### config.mk
export PLATFORM = sky130hd
export DESIGN_NAME = adcseq_top
export DESIGN_NICKNAME = d
export VERILOG_FILES = /design/src/rtl/adcseq_pkg.sv /design/src/rtl/adcseq_top.sv
export VERILOG_INCLUDE_DIRS = /design/src /design/src/rtl
export SDC_FILE = /design/constraint.sdc
export NUM_CORES = 1
export LEC_CHECK = 0
export ABC_AREA = 1
export BUFFER_PORTS_ARGS = -buffer_cell sky130_fd_sc_hd__buf_2
export CELL_PAD_IN_SITES_DETAIL_PLACEMENT = 1
export CELL_PAD_IN_SITES_GLOBAL_PLACEMENT = 2
export CORE_MARGIN = 4
export CORE_UTILIZATION = 36
export DETAILED_ROUTE_END_ITERATION = 6
export PLACE_DENSITY_LB_ADDON = 0.1
export SYNTH_ARGS = -nofsm -noshare
export SYNTH_HDL_FRONTEND = slang
export SYNTH_SLANG_ARGS = --single-unit
### constraint.sdc
create_clock -name CORE_CLK -period 3.4 [get_ports CORE_CLK]
set_clock_uncertainty 0.15 [all_clocks]
set_input_delay 0.17 -clock CORE_CLK [delete_from_list [all_inputs] [get_ports CORE_CLK]]
set_output_delay 0.17 -clock CORE_CLK [all_outputs]
set_load 0.005 [all_outputs]
### src/rtl/adcseq_defines.svh
// Offsets, field positions, reset values and timing counts of the sequencer
`ifndef ADCSEQ_DEFINES_SVH
`define ADCSEQ_DEFINES_SVH
`define ADCSEQ_OFS_RES_HIGH   4'h0
`define ADCSEQ_OFS_RES_LOW    4'h1
`define ADCSEQ_OFS_CTL_ZERO   4'h2
`define ADCSEQ_OFS_CTL_ONE    4'h3
`define ADCSEQ_OFS_CTL_TWO    4'h4
`define ADCSEQ_OFS_FLAGS      4'h5
`define ADCSEQ_OFS_ENABLES    4'h6
`define ADCSEQ_OFS_PRIORITY   4'h7
`define ADCSEQ_OFS_FLAG_CLR   4'h8
`define ADCSEQ_BIT_ENABLE     0
`define ADCSEQ_BIT_GO         1
`define ADCSEQ_BIT_JUSTIFY    7
`define ADCSEQ_BIT_DONE       6
`define ADCSEQ_BIT_ABORT      0
`define ADCSEQ_RST_CTL        8'h00
`define ADCSEQ_RST_PRIORITY   8'h7f
`define ADCSEQ_TRIG_MODE      4'hb
`define ADCSEQ_CONV_TADS      4'd12
`define ADCSEQ_ABORT_TADS     4'd2
`define ADCSEQ_CLK_PERIOD_NS  40
`define ADCSEQ_RC_PERIOD_NS   1000
`define ADCSEQ_RC_DIV \
    ((`ADCSEQ_RC_PERIOD_NS + `ADCSEQ_CLK_PERIOD_NS - 1) / `ADCSEQ_CLK_PERIOD_NS)
`endif

### src/rtl/adcseq_pkg.sv
// Types of the conversion sequencer
package adcseq_pkg;
    typedef enum logic [1:0]
    {
        ADCSEQ_IDLE  = 2'b00,
        ADCSEQ_CONV  = 2'b01,
        ADCSEQ_WAIT  = 2'b11
    } adcseq_state_t;

    typedef struct packed
    {
        adcseq_state_t st;
        logic [3:0]    chan;
        logic          go;
        logic          en;
        logic [5:0]    ctl1;
        logic          just;
        logic [2:0]    clksel;
        logic [7:0]    res_hi;
        logic [7:0]    res_lo;
        logic [7:0]    flags;
        logic [7:0]    enables;
        logic [7:0]    prio;
        logic [6:0]    div_cnt;
        logic [3:0]    tad_idx;
        logic [9:0]    trial;
        logic [9:0]    mask;
        logic [2:0]    sync;
        logic          comp;
        logic          timer_clr;
        logic          irq;
        logic          sample;
        logic [7:0]    rdata;
    } adcseq_regs_t;
endpackage

### src/rtl/adcseq_top.sv
// Conversion sequencer: registers, bit clock, SAR control, trigger and interrupt
// Function
// - Clearing the go flag during a conversion aborts it at once.
// - An aborted conversion leaves the result pair untouched.
// - After an abort two bit periods pass before acquisition resumes.
// - After that wait acquisition restarts on the selected channel by itself.
// - The compare trigger starts a conversion only in mode 1011 with the converter enabled.
// - The trigger sets the go flag and clears the timer counter in the same event.
// - With the converter disabled the trigger is ignored but still clears the timer.
// - The result is two bytes, high and low, changed only by writes, loads and reset.
// - A conversion lasts exactly twelve bit periods up to the result load.
// - At completion the result is loaded, go clears and the done flag sets.
// - The clock select field sets the bit period from the clock or the internal RC source.
// - Bit 7 of control two picks right or left justification of the result.
//
// Implementation choices: the address map and the plain strobed port.
`timescale 1ns/100ps
`include "adcseq_defines.svh"

module adcseq_top
(
    input  wire logic       CORE_CLK,
    input  wire logic       RST,
    input  wire logic [3:0] ADDR,
    input  wire logic [7:0] WDATA,
    input  wire logic       WR,
    input  wire logic       RD,
    output logic      [7:0] RDATA,
    input  wire logic       TRIG,
    input  wire logic [3:0] COMPARE_MODE,
    output logic            TIMER_CLEAR,
    input  wire logic       COMP_IN,
    output logic      [9:0] DAC_CODE,
    output logic            SAMPLE,
    output logic      [3:0] CHANNEL,
    output logic            IRQ
);
    import adcseq_pkg::*;

    adcseq_regs_t r;
    adcseq_regs_t next_r;
    logic [6:0]   tad_div;
    logic         tick;
    logic         go_wr;
    logic         abort;
    logic [7:0]   clr_mask;

    // Bit period length in core clocks; RC codes use a fixed divider
    always_comb
    begin
        case (r.clksel)
            3'b000: tad_div = 7'd2;
            3'b100: tad_div = 7'd4;
            3'b001: tad_div = 7'd8;
            3'b101: tad_div = 7'd16;
            3'b010: tad_div = 7'd32;
            3'b110: tad_div = 7'd64;
            default: tad_div = 7'(`ADCSEQ_RC_DIV);
        endcase
    end

    assign tick = (r.div_cnt == tad_div - 7'd1);

    // All next-state logic in one place
    always_comb
    begin
        next_r = r;
        go_wr = 1'b0;
        abort = 1'b0;
        clr_mask = 8'h00;
        next_r.timer_clr = 1'b0;
        next_r.rdata = 8'h00;
        // Comparator is analog and asynchronous; settle on two agreeing taps
        next_r.sync = {r.sync[1:0], COMP_IN};
        if (r.sync[2] == r.sync[1])
        begin
            next_r.comp = r.sync[2];
        end
        next_r.div_cnt = tick ? 7'd0 : r.div_cnt + 7'd1;

        // Register writes
        if (WR)
        begin
            case (ADDR)
                `ADCSEQ_OFS_RES_HIGH: next_r.res_hi = WDATA;
                `ADCSEQ_OFS_RES_LOW:  next_r.res_lo = WDATA;
                `ADCSEQ_OFS_CTL_ZERO:
                begin
                    next_r.chan = WDATA[5:2];
                    next_r.en = WDATA[`ADCSEQ_BIT_ENABLE];
                    // Old enable gates go, so enable and go together start nothing
                    go_wr = WDATA[`ADCSEQ_BIT_GO] & r.en
                          & WDATA[`ADCSEQ_BIT_ENABLE];
                    next_r.go = go_wr;
                end
                `ADCSEQ_OFS_CTL_ONE:  next_r.ctl1 = WDATA[5:0];
                `ADCSEQ_OFS_CTL_TWO:
                begin
                    next_r.just = WDATA[`ADCSEQ_BIT_JUSTIFY];
                    next_r.clksel = WDATA[2:0];
                end
                `ADCSEQ_OFS_ENABLES:  next_r.enables = WDATA;
                `ADCSEQ_OFS_PRIORITY: next_r.prio = WDATA;
                `ADCSEQ_OFS_FLAG_CLR: clr_mask = WDATA;
                default: ;
            endcase
        end

        // Special event trigger from the compare unit
        if (TRIG && COMPARE_MODE == `ADCSEQ_TRIG_MODE)
        begin
            next_r.timer_clr = 1'b1;
            if (next_r.en)
            begin
                next_r.go = 1'b1;
            end
        end

        next_r.flags = r.flags & ~clr_mask;

        // Sequencer
        case (r.st)
            ADCSEQ_IDLE:
            begin
                if (next_r.go)
                begin
                    next_r.st = ADCSEQ_CONV;
                    next_r.div_cnt = 7'd0;
                    next_r.tad_idx = 4'd0;
                    next_r.trial = 10'h000;
                    next_r.mask = 10'h200;
                end
            end
            ADCSEQ_CONV:
            begin
                if (!next_r.go)
                begin
                    abort = 1'b1;
                    next_r.st = ADCSEQ_WAIT;
                    next_r.div_cnt = 7'd0;
                    next_r.tad_idx = 4'd0;
                end
                else if (tick)
                begin
                    next_r.tad_idx = r.tad_idx + 4'd1;
                    if (r.tad_idx == 4'd0)
                    begin
                        next_r.trial = r.mask;
                    end
                    else if (r.tad_idx == `ADCSEQ_CONV_TADS - 4'd1)
                    begin
                        // Load, release go, raise done
                        if (r.just)
                        begin
                            next_r.res_hi = {6'h00, r.trial[9:8]};
                            next_r.res_lo = r.trial[7:0];
                        end
                        else
                        begin
                            next_r.res_hi = r.trial[9:2];
                            next_r.res_lo = {r.trial[1:0], 6'h00};
                        end
                        next_r.go = 1'b0;
                        next_r.flags[`ADCSEQ_BIT_DONE] = 1'b1;
                        next_r.st = ADCSEQ_IDLE;
                    end
                    else
                    begin
                        // Keep the trial bit if input is above the DAC level
                        next_r.trial = (r.comp ? r.trial : (r.trial & ~r.mask))
                                     | (r.mask >> 1);
                        next_r.mask = r.mask >> 1;
                    end
                end
            end
            ADCSEQ_WAIT:
            begin
                if (tick)
                begin
                    next_r.tad_idx = r.tad_idx + 4'd1;
                    if (r.tad_idx == `ADCSEQ_ABORT_TADS - 4'd1)
                    begin
                        next_r.st = ADCSEQ_IDLE;
                    end
                end
            end
            default: next_r.st = ADCSEQ_IDLE;
        endcase

        // Set wins over a clear in the same cycle
        if (abort)
        begin
            next_r.flags[`ADCSEQ_BIT_ABORT] = 1'b1;
        end

        // Acquisition switch closed while idle and enabled; a late go waits out the abort gap
        next_r.sample = (next_r.st == ADCSEQ_IDLE) && next_r.en;
        next_r.irq = |(next_r.flags & next_r.enables);

        // Read data in the following cycle only
        if (RD)
        begin
            case (ADDR)
                `ADCSEQ_OFS_RES_HIGH: next_r.rdata = r.res_hi;
                `ADCSEQ_OFS_RES_LOW:  next_r.rdata = r.res_lo;
                `ADCSEQ_OFS_CTL_ZERO: next_r.rdata = {2'b00, r.chan, r.go, r.en};
                `ADCSEQ_OFS_CTL_ONE:  next_r.rdata = {2'b00, r.ctl1};
                `ADCSEQ_OFS_CTL_TWO:  next_r.rdata = {r.just, 4'h0, r.clksel};
                `ADCSEQ_OFS_FLAGS:    next_r.rdata = r.flags;
                `ADCSEQ_OFS_ENABLES:  next_r.rdata = r.enables;
                `ADCSEQ_OFS_PRIORITY: next_r.rdata = r.prio;
                default:              next_r.rdata = 8'h00;
            endcase
        end
    end

    // State register; reset stands for power-on, so the result clears too
    always_ff @(posedge CORE_CLK or posedge RST)
    begin
        if (RST)
        begin
            r <= '0;
            r.prio <= `ADCSEQ_RST_PRIORITY;
        end
        else
        begin
            r <= next_r;
        end
    end

    // Outputs straight from flops
    assign RDATA = r.rdata;
    assign TIMER_CLEAR = r.timer_clr;
    assign DAC_CODE = r.trial;
    assign SAMPLE = r.sample;
    assign CHANNEL = r.chan;
    assign IRQ = r.irq;
endmodule

After elaboration in Yosys (flattened, before gate mapping)
Index checks and enable logic that the tools add are counted.
Widths: inputs -> output; s select.
Word-level totals
  bits in registers: 104
  input bits: 22
  output and inout port bits: 25
  logic and storage cells: 136
Cells by class
  add/sub/neg operators: 3
  equal/unequal tests: 28
  multiplexer cells: 58
  bitwise operators: 8
  reduce and logical (&&, ||, !) cells: 17
Operator list (count)
  $mux 16: 7
  $pmux 8 s8: 1
  $mux 8: 7
  $pmux 7 s6: 1
  $mux 20: 2
  $pmux 20 s2: 1
  $mux 31: 1
  $mux 10: 3
  $mux 28: 1
  $mux 24: 1
  $and 8x8->8: 2
  $eq 4x3->1 const B: 4
  $mux 1: 16
  $mux 2: 8
  $mux 7: 2
  $pmux 7 s2: 1
  $eq 4x4->1 const B: 3
  $mux 4: 3
  $ne 2x2->1 const B: 6
  $pmux 4 s3: 1
  $and 10x10->10: 1
  $not 10->10: 1
  $or 10x9->10: 1
  $eq 3x3->1 const B: 3
  other kinds (27): 37

Longest topological paths before layout
  depth in word-level cells: 12
  mapped depth: 15
  depth with buffers taken out: 14

Worst setup path after synthesis
Ideal clock, no wire load.
  path kind: reg2reg
  from: register r[86] (netlist name)
  to: register r[24] (netlist name)
  library setup time: 118 ps
  arrival time: 1877 ps
  data required time: 3132 ps
  setup slack: 1256 ps
  cell stages (with the launch flop): 15
  path buffers: 1
  clock period less this slack: 2144 ps
  cells stage by stage: dfrtp_1 > inv_1 > ha_1 > inv_1 > nand2_1 > nand3_1 > nor2_1 > nand3_1 > nor2_4 > nand2_1 > nand2_4 > nand3_4 > buf_8 > nand2_1 > nand2_1
Between the ends
  longest elaborated chain between the ends: 6
  elaborated cells between the ends (all ways): 11
  classes of those cells: add/sub: 1; eq/ne: 7; mux: 1; reduce/logical: 2
Ends and longest elaborated chain
  start: declaration: RTL line adcseq_top.sv:40  | adcseq_regs_t r;
  start signal: assignment: RTL line adcseq_top.sv:227  | r <= next_r;
  $eq 3x3->1 (tied with other cells): RTL line adcseq_top.sv:51  | case (r.clksel)
  $pmux 7 s6 (*): RTL line adcseq_top.sv:51
  $sub 7x1->7 (*): RTL line adcseq_top.sv:62  | assign tick = (r.div_cnt == tad_div - 7'd1);
  $eq 7x7->1 (*): RTL line adcseq_top.sv:62
  $ne 2x2->1 (no source line) (*)
  $reduce_and 6->1 (no source line) (*)
Mark *: on every way between the ends. The rest lies on a longest branch, timed or not.
A chain may end at the register's enable or synchronous reset.

==> metrics.txt <==
endpoints failing setup=0; crit path kind=reg -> reg; Global Route Usage Sum=0.1862; combinational fraction of design power=0.249; Synth area leaders=dfrtp_1 43%, nand2_1 13%, inv_1 5.5%; Routed WL=15.83 mm; Hold Crit Class=in -> reg; slowest CP cell=dfrtp_1; drt first-iter violations=182; grt ovf=0; Req. time, crit path=around 3.5 ns; Switching Fraction=0.3440; Die Footprint=roughly 18000 sq um; routability congestion estimate=roughly 0.8; antenna viol nets, final=0; Worst-Skew Late Latency=0.35 ns; dpl cell area=5943 sq um; Hold Path Depth=3; CTS Buffer Depth=2; sequential power share=0.449; relative slew slack=0.5478; CP arrival=around 2.7 ns; Pleak=around 3.1 nW; CTS tree=yes; final hold violations=0; Critical Path End Type=register; mean post-synth cell area=8.161 sq um; slew of the pin with the lowest slew margin=between 0.6 and 0.7 ns; Crit Reg-Reg Startpoint=r[87]; Clk pwr share=0.302; Net Count, Synth=725; Die Wd=133.3 um; Initial Utilization=0.3693; final setup margin=0.8525 ns; Slew Viols, Final=0; clk sink count=104; number of buffers created by CTS=9; Vias/cell=4.937; RSZ-0062 raised after global routing=no; Cell Area, Synth=5655 sq um; clock root buffer=clkbuf_16; flop2flop setup slack=0.85 ns; number of max-cap violations=0; #FFs+latches synth=104; Hold Buf Count CTS=8; drt drc=0; layout cells sized above 1=0.1534; Int Pwr=roughly 2.3 mW; Rows=45; pre-CTS setup slack=0.8317 ns; Port Buf Inserts=46; first-pass GRT wire length=26.43 mm; most common flop cell mapped by yosys=dfrtp_1; Worst Reg-to-Reg Cells=12; Max IR drop VDD=0.0002890 V; Post-synth ARST share=1.000; number of fill cells=1908; TritonRoute pass-1 iters=4; Syn Inst Count=693; H-Tree Depth=3; pwr dens=between 500 and 600 nW/um^2; largest area contributor in the netlist=dfrtp_1; Net Sw Power=1.215 mW; commonest cells in the synthesized netlist=199 x nand2_1, 97 x dfrtp_1, 83 x inv_1, 55 x o21ai_0, 47 x nand3_1; storage element area=2611 sq um; Die H=between 100 and 150 um; Crit path largest cell delay=0.51 ns; sequential area share after synthesis=0.4617; CP startpoint=r[87]; final setup TNS=0 ns; via count=4646; HPWL after detailed placement=11.84 mm; Yosys cell types=46; WL/cell=16.82 um; Layout Nets=approximately 760; YS warnings=0; area of the core=15310 sq um; crit path max fanout=28; Inserted Diodes=0; largest net degree at the start of global routing=55; multi-input logic area=about 2500 sq um; number of post-CTS setup repair buffers=0; most frequent cell after synthesis=nand2_1; status=complete, no violations; clock period minus worst slack=~2.5 ns; cells along the critical path=inv_1 -> ha_1 -> inv_1 -> nand2_1 -> nand3_1 -> nor2_1 -> nand3_1 -> nor2_4 -> nand4_4 -> inv_1 -> nand3_1 -> nand2_1; Yosys top cell area share=0.4292; vias in the first global route=4835; number of synthesized flops with an enable pin=0; hold wc startpoint=WDATA[6]; clk slew on worst S/H paths=0.07 ns; Reg-to-Reg End=r[75]; area delta synth->final=11.81%; hold endpoint=r[52]; initial antenna violation count=0; CP Launch Type=register; final period utilization=0.7493; max frequency=392.5 MHz; post-CTS resize count=0; fin area=6324 sq um; Top Ports=47
flip-flops by register name, summed over array words and instances, names as in the netlist:
signal / flops
CHANNEL: 4
RDATA: 8
r: 77
SAMPLE: 1
IRQ: 1
DAC_CODE: 10
next_r: 2
TIMER_CLEAR: 1
logic make-up after synthesis:
family | Yosys count | synth area share
AND/OR/NAND/NOR | 310 | 0.2553
flip-flops | 104 | 0.4617
AO/OA/AOI/OAI | 133 | 0.1425
buffers and inverters | 127 | 0.1042
XOR/XNOR | 8 | 0.01239
adder cells (fa/ha/maj) | 11 | 0.02389
worst max-delay path: cells and delay by family, from the launching register on:
| kind | cells | cell delay, ns |
|---|---|---|
| flip-flops | 1 | 0.51 |
| adder cells (fa/ha/maj) | 1 | 0.31 |
| buffers and inverters | 3 | 0.44 |
| AND/OR/NAND/NOR | 8 | 1.06 |
routing by layer:
layer	share of wire	wire length [um]	global-route usage
met4	0.0070	111	0.03257
met5	0	0	0
met2	0.49	7787	0.3129
met3	0.023	357	0.03739
met1	0.48	7575	0.2532
stage by stage:
step	instances	power, mW	hold WS [ns]	utilization
detailed placement	917	2.497	0.1305	0.3881
finish	941	3.531	0.001862	0.4129
CTS	941	3.582	0.0005826	0.4129
global placement	917	2.462	0.1284	0.3881
floorplan	693	2.249	0.05143	-
global route	941	3.763	0.02152	0.4129
cell usage in the layout (no fill, tap or decap), types with 3 or more instances in the layout:
cell / n
nand2_1: 199
nor2_2: 3
nand4_1: 4
o31ai_1: 3
nand3_1: 47
nor3_1: 3
nand2_4: 5
ha_1: 10
dfstp_2: 7
o21ai_0: 55
o211ai_1: 15
nor2_4: 3
o21ai_1: 15
a21oi_1: 14
o22ai_1: 5
o21ai_2: 9
xor2_1: 6
clkbuf_16: 9
inv_1: 82
a221oi_1: 4
inv_2: 6
dfrtp_1: 97
nand2_2: 5
buf_2: 46
nor2_1: 31
buf_4: 3
dlygate4sd3_1: 8
final cells by class:
type / count / share of cell area
clock buffers: 12 / 0.03898
clock inverters: 4 / 0.008508
inverters: 90 / 0.05382
multi-input cells: 462 / 0.3882
flip-flops and latches: 104 / 0.4129
well taps: 211 / 0.04175
repair buffers: 58 / 0.05580
power groups by stage:
stage | combinational (mW) | clock, mW | sequential, mW
floorplan | 0.692 | 0 | 1.56
global placement | 0.857 | 0 | 1.61
detailed placement | 0.887 | 0 | 1.61
CTS | 0.897 | 1.10 | 1.59
global route | 1.00 | 1.14 | 1.62
finish | 0.878 | 1.07 | 1.59
worst max path at each step:
stage	endpoint	slack, ns	depth (start not counted)
after floorplan	CHANNEL[0]	0.36	1
after global placement	r[74]	0.99	12
after detailed placement	r[19]	0.83	13
after CTS	r[19]	0.82	13
after global routing	r[73]	0.54	11
final	r[75]	0.85	12
(Power assumes the default switching activity.)
